==> config.mk <==
export PLATFORM = sky130hd
export DESIGN_NAME = odwp_top
export DESIGN_NICKNAME = d
export VERILOG_FILES = /design/src/rtl/odwp_pkg.sv /design/src/rtl/odwp_sync.sv /design/src/rtl/odwp_top.sv
export SDC_FILE = /design/constraint.sdc
export NUM_CORES = 1
export LEC_CHECK = 0
export BUFFER_PORTS_ARGS = -buffer_cell sky130_fd_sc_hd__clkbuf_2
export CORE_ASPECT_RATIO = 1.4
export CORE_MARGIN = 1
export CORE_UTILIZATION = 39
export CTS_CLUSTER_DIAMETER = 60
export DETAILED_ROUTE_END_ITERATION = 12
export PLACE_DENSITY = 0.68
export SETUP_SLACK_MARGIN = 0.2
export SLEW_MARGIN = 20
export SYNTH_ARGS = -nofsm -noshare
export SYNTH_HDL_FRONTEND = slang
export SYNTH_SLANG_ARGS = --single-unit
==> constraint.sdc <==
create_clock -name core_clk -period 1.69 [get_ports core_clk]
set_clock_uncertainty 0.15 [all_clocks]
set_input_delay 0.0845 -clock core_clk [delete_from_list [all_inputs] [get_ports core_clk]]
set_output_delay 0.0845 -clock core_clk [all_outputs]
set_load 0.02 [all_outputs]
==> src/rtl/odwp_pkg.sv <==
package odwp_pkg;
   // =========================================
   // Bus framing
   localparam int ODWP_NUM_CH = 8;
   localparam int ODWP_CODE_W = 12;
   localparam logic [6:0] ODWP_ADDR_BASE = 7'h48;
   localparam logic [7:0] ODWP_HS_MASTER_CODE = 8'h08;
   localparam logic [3:0] ODWP_CMD_WRITE_UPDATE = 4'h3;
   localparam logic [3:0] ODWP_ACCESS_ALL = 4'hf;
   localparam logic [2:0] ODWP_BIT_LAST = 3'h7;
   localparam logic [11:0] ODWP_CODE_RESET = 12'h000;
   // Resolution variants: 12, 10 or 8 code bits
   localparam logic [1:0] ODWP_RES_12 = 2'h0;
   localparam logic [1:0] ODWP_RES_10 = 2'h1;
   localparam logic [1:0] ODWP_RES_8 = 2'h2;
   // Address-select pin levels, the small package uses only the first three
   localparam logic [2:0] ODWP_SEL_COUNT_SMALL = 3'h3;

   typedef enum logic [2:0] {
      ODWP_IDLE,
      ODWP_ADDR,
      ODWP_CMD,
      ODWP_UPPER,
      ODWP_LOWER,
      ODWP_SKIP
   } odwp_state_type;
endpackage

==> src/rtl/odwp_sync.sv <==
module odwp_sync
   import odwp_pkg::*;
(
   input wire logic core_clk,
   input wire logic rst,
   input wire logic async_in,
   output logic sync_out
);
   logic stage1;

   // =========================================
   // Two-flop synchroniser
   always_ff @(posedge core_clk) begin
      if (rst) begin
         stage1 <= 1'b1;
         sync_out <= 1'b1;
      end else begin
         stage1 <= async_in;
         sync_out <= stage1;
      end
   end
endmodule

==> src/rtl/odwp_top.sv <==
// Contract
// - After the command byte, byte pairs rewrite the channel until stop.
// - The channel updates at the clock fall ending each lower-byte ack.
// - Write-and-update with access nibble all ones writes every channel.
// - The master code is not acknowledged; a repeated start follows.
// - All bus speeds work and the clock line is never held low.
// - The select pin picks one of three (small) or eight (large) addresses.
// - With the select pin low the device answers write address 1001 0000.
// - Channel codes are straight binary of 12, 10 or 8 bits per variant.
// - The access nibble selects the channel, code six being channel G.
module odwp_top
   import odwp_pkg::*;
#(
   parameter logic [1:0] RESOLUTION = ODWP_RES_12,
   parameter logic LARGE_PACKAGE = 1'b0
)
(
   input wire logic core_clk,
   input wire logic rst,
   input wire logic scl_in,
   input wire logic sda_in,
   output logic sda_out,
   output logic sda_oe,
   output logic scl_oe,
   input wire logic [2:0] address_select_pin,
   output logic [ODWP_NUM_CH*ODWP_CODE_W-1:0] channel_code,
   output logic [ODWP_NUM_CH-1:0] channel_update,
   output logic hs_mode
);
   logic scl_s, sda_s, scl_d, sda_d;
   logic [2:0] sel_s1, sel_s2;
   odwp_state_type state;
   logic [2:0] bit_cnt;
   logic [7:0] shreg;
   logic ack_phase, ack_drive, ack_lower, ack_slot;
   logic [3:0] cmd_nib, acc_nib;
   logic [7:0] upper_data_byte;
   logic [7:0] lower_data_byte;
   logic [6:0] my_addr;
   logic start_cond, stop_cond, scl_rise, scl_fall;
   logic [7:0] next_byte;
   logic [ODWP_CODE_W-1:0] next_code;

   odwp_sync u_scl (.core_clk(core_clk), .rst(rst), .async_in(scl_in),
      .sync_out(scl_s));
   odwp_sync u_sda (.core_clk(core_clk), .rst(rst), .async_in(sda_in),
      .sync_out(sda_s));

   // =========================================
   // Address-select synchroniser
   always_ff @(posedge core_clk) begin
      if (rst) begin
         sel_s1 <= 3'h0;
         sel_s2 <= 3'h0;
      end else begin
         sel_s1 <= address_select_pin;
         sel_s2 <= sel_s1;
      end
   end

   always_comb begin
      if (!LARGE_PACKAGE && sel_s2 >= ODWP_SEL_COUNT_SMALL)
         my_addr = ODWP_ADDR_BASE;
      else
         my_addr = ODWP_ADDR_BASE | {4'h0, sel_s2};
   end

   // =========================================
   // Edge and condition detect
   always_ff @(posedge core_clk) begin
      if (rst) begin
         scl_d <= 1'b1;
         sda_d <= 1'b1;
      end else begin
         scl_d <= scl_s;
         sda_d <= sda_s;
      end
   end

   assign scl_rise = scl_s && !scl_d;
   assign scl_fall = !scl_s && scl_d;
   assign start_cond = scl_s && scl_d && sda_d && !sda_s;
   assign stop_cond = scl_s && scl_d && !sda_d && sda_s;
   assign next_byte = {shreg[6:0], sda_s};

   always_comb begin
      unique case (RESOLUTION)
         ODWP_RES_10: next_code = {2'h0, upper_data_byte,
                                   lower_data_byte[7:6]};
         ODWP_RES_8: next_code = {4'h0, upper_data_byte};
         default: next_code = {upper_data_byte, lower_data_byte[7:4]};
      endcase
   end

   // =========================================
   // Byte engine
   always_ff @(posedge core_clk) begin
      if (rst) begin
         state <= ODWP_IDLE;
         bit_cnt <= 3'h0;
         shreg <= 8'h00;
         ack_phase <= 1'b0;
         ack_drive <= 1'b0;
         ack_lower <= 1'b0;
         ack_slot <= 1'b0;
         cmd_nib <= 4'h0;
         acc_nib <= 4'h0;
         upper_data_byte <= 8'h00;
         lower_data_byte <= 8'h00;
         hs_mode <= 1'b0;
      end else if (stop_cond) begin
         state <= ODWP_IDLE;
         ack_phase <= 1'b0;
         ack_drive <= 1'b0;
         ack_lower <= 1'b0;
         ack_slot <= 1'b0;
         hs_mode <= 1'b0;
      end else if (start_cond) begin
         state <= ODWP_ADDR;
         bit_cnt <= 3'h0;
         ack_slot <= 1'b0;
         ack_phase <= 1'b0;
         ack_drive <= 1'b0;
         ack_lower <= 1'b0;
      end else if (scl_rise && !ack_phase && state != ODWP_IDLE) begin
         shreg <= next_byte;
         bit_cnt <= bit_cnt + 3'h1;
         if (bit_cnt == ODWP_BIT_LAST) begin
            ack_phase <= 1'b1;
            ack_drive <= 1'b0;
            ack_lower <= 1'b0;
            unique case (state)
               ODWP_ADDR: begin
                  if (next_byte == ODWP_HS_MASTER_CODE) begin
                     hs_mode <= 1'b1;
                     state <= ODWP_SKIP;
                  end else if (next_byte == {my_addr, 1'b0}) begin
                     ack_drive <= 1'b1;
                     state <= ODWP_CMD;
                  end else begin
                     state <= ODWP_SKIP;
                  end
               end
               ODWP_CMD: begin
                  cmd_nib <= next_byte[7:4];
                  acc_nib <= next_byte[3:0];
                  ack_drive <= 1'b1;
                  state <= ODWP_UPPER;
               end
               ODWP_UPPER: begin
                  upper_data_byte <= next_byte;
                  ack_drive <= 1'b1;
                  state <= ODWP_LOWER;
               end
               ODWP_LOWER: begin
                  lower_data_byte <= next_byte;
                  ack_drive <= 1'b1;
                  ack_lower <= 1'b1;
                  state <= ODWP_UPPER;
               end
               default: state <= ODWP_SKIP;
            endcase
         end
      end else if (scl_fall && ack_phase && !ack_slot) begin
         // Ninth bit slot opens when the eighth clock falls
         ack_slot <= 1'b1;
      end else if (scl_fall && ack_slot) begin
         // Ninth clock falls, ack slot over
         ack_phase <= 1'b0;
         ack_slot <= 1'b0;
         ack_drive <= 1'b0;
         ack_lower <= 1'b0;
      end
   end

   // =========================================
   // Acknowledge driver
   always_ff @(posedge core_clk) begin
      if (rst) begin
         sda_out <= 1'b1;
         sda_oe <= 1'b0;
      end else begin
         sda_out <= 1'b0;
         sda_oe <= ack_drive && ack_slot && !stop_cond;
      end
   end

   always_ff @(posedge core_clk) begin
      if (rst) scl_oe <= 1'b0;
      else scl_oe <= 1'b0;
   end

   // =========================================
   // Channel codes and update strobes
   genvar ch;
   generate
      for (ch = 0; ch < ODWP_NUM_CH; ch++) begin : g_ch
         logic hit;
         assign hit = (cmd_nib == ODWP_CMD_WRITE_UPDATE &&
                       acc_nib == ODWP_ACCESS_ALL) ||
                      acc_nib == 4'(ch);
         always_ff @(posedge core_clk) begin
            if (rst) begin
               channel_code[ch*ODWP_CODE_W +: ODWP_CODE_W] <= ODWP_CODE_RESET;
               channel_update[ch] <= 1'b0;
            end else begin
               channel_update[ch] <= 1'b0;
               if (scl_fall && ack_slot && ack_lower && hit
                   && !start_cond && !stop_cond) begin
                  channel_code[ch*ODWP_CODE_W +: ODWP_CODE_W] <= next_code;
                  channel_update[ch] <= 1'b1;
               end
            end
         end
      end
   endgenerate

   // =========================================
   // Checks
   AST_NO_STRETCH: assert property (@(posedge core_clk) disable iff (rst)
      !scl_oe) else $error("clock line driven");
   AST_UPD_ON_FALL: assert property (@(posedge core_clk) disable iff (rst)
      |channel_update |-> $past(scl_fall) && $past(ack_lower))
      else $error("update outside lower-byte ack");
   AST_ACK_LOW: assert property (@(posedge core_clk) disable iff (rst)
      sda_oe |-> !sda_out) else $error("ack drives high");
   AST_HS_NOACK: assert property (@(posedge core_clk) disable iff (rst)
      $rose(hs_mode) |-> ##1 !ack_drive)
      else $error("master code acked");
   AST_ACK_SCL_LOW: assert property (@(posedge core_clk) disable iff (rst)
      $changed(sda_oe) |-> !scl_s)
      else $error("ack edge while clock high");
   AST_BCAST: assert property (@(posedge core_clk) disable iff (rst)
      (|channel_update && cmd_nib == ODWP_CMD_WRITE_UPDATE
       && acc_nib == ODWP_ACCESS_ALL) |-> &channel_update)
      else $error("broadcast missed a channel");
   AST_ONEHOT: assert property (@(posedge core_clk) disable iff (rst)
      (|channel_update && acc_nib < 4'h8 &&
       cmd_nib != ODWP_CMD_WRITE_UPDATE) |-> $onehot(channel_update))
      else $error("single write hit many");
   AST_PAIR: assert property (@(posedge core_clk) disable iff (rst)
      |channel_update |-> state == ODWP_UPPER)
      else $error("update not followed by next pair");
   AST_CODE: assert property (@(posedge core_clk) disable iff (rst)
      channel_update[0] |-> channel_code[ODWP_CODE_W-1:0] == $past(next_code))
      else $error("code not loaded");
   AST_ADDR: assert property (@(posedge core_clk) disable iff (rst)
      my_addr[6:3] == ODWP_ADDR_BASE[6:3]) else $error("bad address");
   AST_RANGE: assert property (@(posedge core_clk) disable iff (rst)
      RESOLUTION == ODWP_RES_8 |-> channel_code[11:8] == 4'h0)
      else $error("code exceeds 8 bits");

   COV_UPDATE: cover property (@(posedge core_clk) |channel_update);
   COV_BCAST: cover property (@(posedge core_clk) &channel_update);
   COV_HS: cover property (@(posedge core_clk) $rose(hs_mode));
endmodule

* Yosys cells after proc, flatten, opt, wreduce, memory -nomap -nowiden
Cells that the tools add are included.
Cells by class: mux-type cells 31, reduce and logical (&&, ||, !) cells 76, shift operators 0, divide/modulo/power cells 0, bitwise gates (word level) 3, $lt $le $gt $ge 1, add/sub/neg operators 1, eq/ne operators 18, multipliers 0
Operators by type and width (count):
- logical AND 1 bit | 40
- two-way mux 1 bit | 24
- AND reduction 5 bit | 4
- equality test 4 x 3 -> 1 bit, second input constant | 4
- two-way mux 3 bit | 5
- equality test 4 x 2 -> 1 bit, second input constant | 3
- one-hot mux 3 bit (3 select lines) | 1
- equality test 8 x 4 -> 1 bit, second input constant | 1
- equality test 8 bit | 1
- logical NOT 1 bit | 8
- logical OR 1 bit | 8
- AND reduction 2 bit | 4
- nonzero test 2 bit | 4
- equality test 3 x 2 -> 1 bit, second input constant | 2
- equality test 3 bit, second input constant | 2
- AND reduction 3 bit | 2
- OR reduction 3 bit | 2
- equality test 4 x 1 -> 1 bit, second input constant | 1
- equality test 4 bit, second input constant | 1
- logical NOT 4 bit | 1
- OR reduction 2 bit | 2
- adder 3 x 1 -> 3 bit, second input constant | 1
- equality test 3 x 1 -> 1 bit, second input constant | 1
- >= comparator 3 x 2 -> 1 bit, second input constant | 1
- other kinds (5) | 7
Storage, ports and cells: bits in latches 0, memory bits (writable) 0, flip-flop bits (word level) 160, output and inout port bits 108, ROM bits 0, input bits 7, logic and storage cells 169, memories kept 0

* Logic depth before layout (Yosys ltp)
Gate-level depths: netlist (run 1).
word-level depth 9, gate-level depth with buffers 8, depth with buffers taken out 6

* Modules after synthesis
From an unflattened synthesis (run 1), not the netlist that was laid out.
Second synthesis, totals: cells, all modules 703, area total of the unflattened synthesis 6311.1 um2
Modules (own cells, without submodules):
- odwp_top | instances 1, area each 6206.0 um2, sequential area each 3042.9 um2, cells each 695
- odwp_sync | instances 2, area each 52.6 um2, sequential area each 40.0 um2, cells each 4

* Least setup slack after synthesis (run 1)
No wires, ideal clock.
path kind register -> register, start register bit_cnt[0], end register state[0], buffers on the path 1, slack -95 ps, library setup time 131 ps, cell stages (with the launch flop) 8, required time 1409 ps, data arrival time 1504 ps, clock period less this slack 1785 ps, cell sequence dfxtp_1 -> ha_1 -> ha_1 -> and4bb_1 -> buf_2 -> and2_1 -> o311ai_1 -> o31ai_1
On the way: cells in the longest elaborated chain, start to end 3
RTL lines:
- start, declared | RTL line odwp_top.sv:33 | logic [2:0] bit_cnt;
- start signal, assigned | RTL line odwp_top.sv:127 | bit_cnt <= bit_cnt + 3'h1;
- equality test 3 bit | RTL line odwp_top.sv:128 | if (bit_cnt == ODWP_BIT_LAST) begin
- nonzero test 2 bit (no line)
- AND reduction 2 bit (no line)
- end signal, assigned | RTL line odwp_top.sv:136 | state <= ODWP_SKIP;
- end signal, assigned | RTL line odwp_top.sv:139 | state <= ODWP_CMD;
- end signal, assigned | RTL line odwp_top.sv:141 | state <= ODWP_SKIP;
- end, declared | RTL line odwp_top.sv:32 | odwp_state_type state;
Every way passes these cells. A chain may end at the register's enable or synchronous reset.

* Worst setup path after layout (run 1)
start register acc_nib[2], end register channel_code[94]
On the way: cells in the longest elaborated chain, start to end 6, elaborated cells between the ends (all ways) 7, those cells by class 2 x eq/ne; 5 x reduce/logical
RTL lines:
- start, declared | RTL line odwp_top.sv:36 | logic [3:0] cmd_nib, acc_nib;
- start signal, assigned | RTL line odwp_top.sv:146 | acc_nib <= next_byte[3:0];
- equality test 4 bit | RTL line odwp_top.sv:200 | acc_nib == ODWP_ACCESS_ALL) ||
- logical AND 1 bit | RTL line odwp_top.sv:199 | assign hit = (cmd_nib == ODWP_CMD_WRITE_UPDATE &&
- logical OR 1 bit (*) | RTL line odwp_top.sv:200
- logical AND 1 bit (*) | RTL line odwp_top.sv:208 | if (scl_fall && ack_slot && ack_lower && hit
- logical AND 1 bit (*) (2 in a row) | RTL line odwp_top.sv:209 | && !start_cond && !stop_cond) begin
- end signal, assigned by index | RTL line odwp_top.sv:210 | channel_code[ch*ODWP_CODE_W +: ODWP_CODE_W] <= next_code;
- end, declared | RTL line odwp_top.sv:26 | output logic [ODWP_NUM_CH*ODWP_CODE_W-1:0] channel_code,
Every way passes the cells marked *; elsewhere a longest branch is shown, timed or not.

==> run metrics, run 1 <==
antenna-violating nets left 0; worst path required time between 1.5 and 2 ns; Rows 54; main combinational cell family by area after synthesis compound AO/OA/AOI/OAI gates; Mapped Cells about 700; FILL cells around 1,300; flop-to-flop setup slack -0.14 ns; Post-Layout Cell Count about 1,100; Detailed Route Iter0 Violations around 500; status complete, but fails checks; period utilization 1.08; Synth top area share 0.493; worst rel slew slack 0.526; I/O pins 115; Die Ht approximately 150 um; fin util 0.592; Sink Count ~160; class of the worst hold path in -> reg; Worst Path Arrival about 2.0 ns; root buffer cell clkbuf_16; Final Wtd Congestion ~0.83; worst slew pin tran 0.711 ns; WS Path Type reg -> reg; hold_buf cts 11; Final Cell Area between 9000 and 10,000 sq um; Main synth FF type dfxtp_1; CP startpoint kind flip-flop; gr usage total 0.246; Area growth syn-to-layout 47.3%; DP Cell Count 983; initial antenna violation count 0; sum of negative setup slack -5.46 ns; synth top area cells dfxtp_1, a21oi_1, nand3_1; R2R Path End channel_code[94]$_SDFFE_PP0P_; Avg Inst Size Synth about 9 sq um; register area share after synthesis 0.493; vias per std cell ~5.8; violated checks hold timing, setup timing; CP max FO 7; Yosys cell types 54; leakage 3.74 nW; dpl hpwl 11,300 um; first-pass GRT wire length between 30,000 and 40,000 um; RSZ-0062 raised after global routing yes; Clock Tree Buf Depth 2; Final Hold Vio Count 21; RR Startpoint acc_nib[2]$_SDFFE_PP0P_; DRC viols 0; DRT Pass-1 Iters 5; H-tree lvl count 4; via count roughly 6,200; IR drop worst, VDD 0.000581 V; leading area contributor after synthesis dfxtp_1; final worst slack -0.136 ns; Hold Worst Slack -0.157 ns; worst reg-to-reg path cell count 7; die width 110 um; GRT overflow 0; Post-Synth Adder-Cell Area 0.00395; Synth Cell Area approximately 6300 sq um; die area about 17,000 sq um; post-synthesis compound-gate area fraction 0.206; synth cell count leaders dfxtp_1, a21oi_1, nand3_1; clk_lat worst skew roughly 0.43 ns; CTS Buf Count 17; Async S/R FF share, synth 0; Max Freq around 550 MHz; Max Cap Viol 0; CP Capture Point channel_code[94]$_SDFFE_PP0P_; core area 15,700 sq um; dpl ws -0.128 ns; CTS tree yes; fin. max-slew vios 0; Reg clk slew, reported paths 0.06 ns; vias in the first global route between 5,000 and 6,000; nets 876; Buffers on Ports between 100 and 150; minimum clock period after layout 1.83 ns; Post-synth EDFFs 0; syn_nets 712; overall power around 8 mW; Wirelength per Cell 19.7 um; Simple-Gate Fraction of Synth Area 0.170; Ant. Diodes 0; worst setup path startpoint acc_nib[2]$_SDFFE_PP0P_; Synth Area in XOR/XNOR 0.00138; multiplexer area fraction after synthesis 0.0494; Setup-failing EPs final 97; initial core utilization 0.402; cell with the most instances after synthesis dfxtp_1; Setup crit end kind flip-flop; post-place instance area between 7000 and 8000 sq um; PwrDens 844 nW/um^2; routed wire length between 20,000 and 25,000 um; register bit total from synthesis about 160; YS warnings 0; layout cells sized above 1 0.435; pin count of the biggest net entering global routing 115
-- sequential cells by signal, indices dropped and copies added, names as in the netlist, 3 cells and up --
signal	flops
upper_data_byte	8
acc_nib	4
bit_cnt	3
sel_s2	3
channel_update	8
cmd_nib	4
channel_code	96
lower_data_byte	4
state	3
sel_s1	3
shreg	7
-- cell type report --
type	instances	area [sq um]	share of cell area
tap	196	245	0.0263
timing repair buffer	221	1830	0.196
clock buffer	22	454	0.0487
clock inverter	8	143	0.0153
multi-input combinational	470	3510	0.376
inverter	1	3.75	0.000402
sequential	156	3140	0.337
-- worst min path at each step --
| stage | start | end | depth (start not counted) | slack (ns) |
|---|---|---|---|---|
| global placement | scl_in | u_scl.stage1$_SDFF_PP1_ | 2 | 0.12 |
| CTS | rst | sda_out$_DFF_P_ | 1 | -0.16 |
| finish | rst | sda_out$_DFF_P_ | 1 | -0.16 |
| global route | rst | sda_out$_DFF_P_ | 1 | -0.14 |
| detailed placement | scl_in | u_scl.stage1$_SDFF_PP1_ | 2 | 0.12 |
| floorplan | rst | sda_out$_DFF_P_ | 0 | -0.04 |
-- power breakdown --
group | switching, mW | leakage [nW] | internal, mW | total (mW)
clock network | 1.47 | 0.290 | 2.49 | 3.96
logic | 0.128 | 2.19 | 0.0824 | 0.211
registers | 0.0121 | 1.26 | 3.69 | 3.70
-- timing repair --
item                                    in CTS  in global routing
endpoints found under the setup margin     138                140
pin swaps                                   44                 32
cloned                                      14                  1
resized for setup                          122                 52
buffers inserted                            23                 12
endpoints found under the hold margin       29                 21
-- logic make-up (layout without fill, tap and decap cells) --
| kind of cell | Yosys count | count (layout) |
|---|---|---|
| AOI/OAI and AO/OA | 229 | 235 |
| and+or+nand+nor | 199 | 200 |
| DFF | 156 | 156 |
| buffers and inverters | 84 | 252 |
| muxes | 31 | 31 |
| adders and majority gates | 2 | 2 |
| other | 1 | 1 |
| xor gates and xnor gates | 1 | 1 |
-- metal layers --
layer	GRT usage	routed length, um	up-vias
met1	0.272	7740	2982
met5	0	0	-
met2	0.414	10600	298
li1	-	-	2873
met4	0.150	1200	0
met3	0.0620	1590	88
-- cells in the final DEF, fill, tap and decap left out, drive strengths merged, types with 4 or more instances in the layout --
master / count
nand3: 102
clkbuf: 136
dlygate4sd3: 11
o32a: 7
buf: 96
dfxtp: 156
or2: 6
bufinv: 4
o32ai: 4
nand4b: 5
nand2b: 4
nor2b: 11
o21ai: 100
mux2i: 29
nand2: 9
nor2: 37
o22a: 4
nor3: 12
a21oi: 102
-- critical path, cell delays in order, from the launching register on --
cell and delay, ns:
dfxtp_4 0.37, buf_6 0.11, buf_6 0.09, nand4b_4 0.22, o22ai_4 0.39, buf_12 0.18
nand3_2 0.07, a21oi_1 0.17
Power figures use the tool's default switching activity.
==> run 2, diff against run 1 <==
Settings changed: PLACE_DENSITY 0.68 to 0.65.
Clock period 1.69 ns to 2 ns, I/O delays scaled along.
==> run metrics, run 2 (synthesized netlist as in run 1, its figures left out) <==
pin count of the biggest net entering global routing 75 (was 115); Rows 54 (unchanged); Final Wtd Congestion 0.788 (was 0.835); worst slew pin tran 0.637 ns (was 0.711 ns); Area growth syn-to-layout 25.7% (was 47.3%); Setup-failing EPs final 0 (was 97); root buffer cell clkbuf_16 (unchanged); overall power 6.63 mW (was 7.88 mW); Multi-input gate area 2850 sq um (was 3510 sq um); Sink Count 156 (unchanged); die width 110 um (unchanged); IR drop worst, VDD 0.000448 V (was 0.000581 V); vias per std cell 5.47 (was 5.81); Largest Register channel_code (unchanged); via count 5,547 (was 6,241); Post-Layout Cell Count 1,014 (was 1,074); period utilization 0.886 (was 1.08); Die Ht 153 um (unchanged); CTS Buf Count 17 (unchanged); Max Cap Viol 0 (unchanged); core area 15,700 sq um (unchanged); worst reg-to-reg path cell count 5 (was 7); flop-to-flop setup slack 0.23 ns (was -0.14 ns); FF+latch area 3130 sq um (was 3140 sq um); sum of negative setup slack 0 ns (was -5.46 ns); layout cells sized above 1 0.279 (was 0.435); FILL cells 1,495 (was 1,277); DRC viols 0 (unchanged); worst path required time 2.15 ns (was 1.90 ns); RR Startpoint acc_nib[2]$_SDFFE_PP0P_ (unchanged); PwrDens 833 nW/um^2 (was 844 nW/um^2); Hold Worst Slack 0.271 ns (was -0.157 ns); Ant. Diodes 0 (unchanged); Wirelength per Cell 17.2 um (was 19.7 um); CP max FO 7 (unchanged); minimum clock period after layout 1.77 ns (was 1.83 ns); WS Path Type reg -> reg (unchanged); DP Cell Count 963 (was 983); most common cell after layout, fill and taps aside dfxtp_1 (unchanged); initial core utilization 0.402 (unchanged); GRT overflow 0 (unchanged); H-tree lvl count 4 (unchanged); initial antenna violation count 0 (unchanged); antenna-violating nets left 0 (unchanged); Final Hold Vio Count 0 (was 21); Final Cell Area 7960 sq um (was 9330 sq um); Worst Path Arrival 1.92 ns (was 2.04 ns); Max Freq 564 MHz (was 548 MHz); max reg flops 96 (unchanged); RSZ-0062 raised after global routing yes (unchanged); fin. max-slew vios 0 (unchanged); Largest regs channel_code: 96 flops, channel_update: 8 flops, upper_data_byte: 8 flops (unchanged); status complete, no violations (was complete, but fails checks); worst rel slew slack 0.574 (was 0.526); commonest cells after routing, fill and taps aside dfxtp_1, clkbuf_2, a21oi_1, nand3_1, o21ai_1 (unchanged); Clock Tree Buf Depth 2 (unchanged); routed wire length 17,500 um (was 21,100 um); Setup crit end kind flip-flop (unchanged); I/O pins 115 (unchanged); hold wc startpoint u_scl.stage1$_SDFF_PP1_ (was rst); clk_lat worst skew 0.42 ns (was 0.43 ns); die area 16,800 sq um (unchanged); CTS tree yes (unchanged); vias in the first global route 5,166 (was 5,756); hold path depth 1 (unchanged); Worst Hold End u_scl.sync_out$_SDFF_PP1_ (was sda_out$_DFF_P_); dpl hpwl 11,000 um (was 11,300 um); gr usage total 0.211 (was 0.246); R2R Path End channel_code[8]$_SDFFE_PP0P_ (was channel_code[94]$_SDFFE_PP0P_); Buffers on Ports 113 (unchanged); Detailed Route Iter0 Violations 576 (was 503); nets 814 (was 876); CP startpoint kind flip-flop (unchanged); Reg clk slew, reported paths 0.07 ns (was 0.06 ns); leakage 3.24 nW (was 3.74 nW); class of the worst hold path reg -> reg (was in -> reg); post-place instance area 7050 sq um (was 7370 sq um); DRT Pass-1 Iters 5 (unchanged); first-pass GRT wire length 27,300 um (was 31,000 um)
[run 2: metrics by stage]
step,utilization,setup slack (ns)
after floorplan,-,0.215
after global placement,0.448,0.176
after detailed placement,0.448,0.139
after CTS,0.494,0.206
after global routing,0.506,0.179
final,0.506,0.228
[run 2: what timing repair did]
| item | in CTS | in global routing |
|---|---|---|
| setup endpoints to repair | 55 | 92 |
| setup buffers | 0 | 7 |
| cloned | 0 | 2 |
| hold endpoints to repair | 15 | 0 |
| gates resized for setup | 7 | 15 |
| hold buffers | 10 | 0 |
| pin swaps | 0 | 9 |
[run 2: layer usage]
metal  vias to the layer above  part of all wire  track usage
met3                        27             0.043       0.0398
met5                         -                 0            0
li1                       2713                 -            -
met1                      2663              0.42        0.256
met4                         0             0.022       0.0851
met2                       144              0.52        0.361
[run 2: how the worst max path moves through the flow]
| stage | to | cells past startpoint | from | slack [ns] |
|---|---|---|---|---|
| CTS | channel_code[71]$_SDFFE_PP0P_ | 5 | acc_nib[0]$_SDFFE_PP0P_ | 0.21 |
| global placement | acc_nib[3]$_SDFFE_PP0P_ | 6 | bit_cnt[0]$_SDFFE_PP0P_ | 0.18 |
| floorplan | state[0]$_SDFFE_PP0P_ | 7 | bit_cnt[0]$_SDFFE_PP0P_ | 0.22 |
| detailed placement | acc_nib[0]$_SDFFE_PP0P_ | 6 | bit_cnt[0]$_SDFFE_PP0P_ | 0.14 |
| global route | channel_code[17]$_SDFFE_PP0P_ | 6 | acc_nib[1]$_SDFFE_PP0P_ | 0.18 |
| finish | channel_code[8]$_SDFFE_PP0P_ | 5 | acc_nib[2]$_SDFFE_PP0P_ | 0.23 |
[run 2: critical path, cell delays in order (launching register included)]
cell	delay, ns
dfxtp_2	0.35
buf_4	0.18
or4_4	0.58
o21a_4	0.19
o21ai_1	0.13
a21oi_1	0.08
[run 2: area by class of cell]
| type | instances | share of cell area |
|---|---|---|
| multi-input combinational | 465 | 0.358 |
| clock inverter | 13 | 0.0206 |
| timing repair buffer | 164 | 0.142 |
| clock buffer | 19 | 0.0556 |
| tap | 196 | 0.0308 |
| inverter | 1 | 0.000471 |
| sequential | 156 | 0.393 |
[run 2: where the power goes]
group          switching, mW  leakage (nW)  total [mW]  internal [mW]
Combinational         0.0981          1.69       0.161         0.0625
Clock                   1.33         0.295        3.34           2.01
Sequential            0.0103          1.26        3.13           3.12
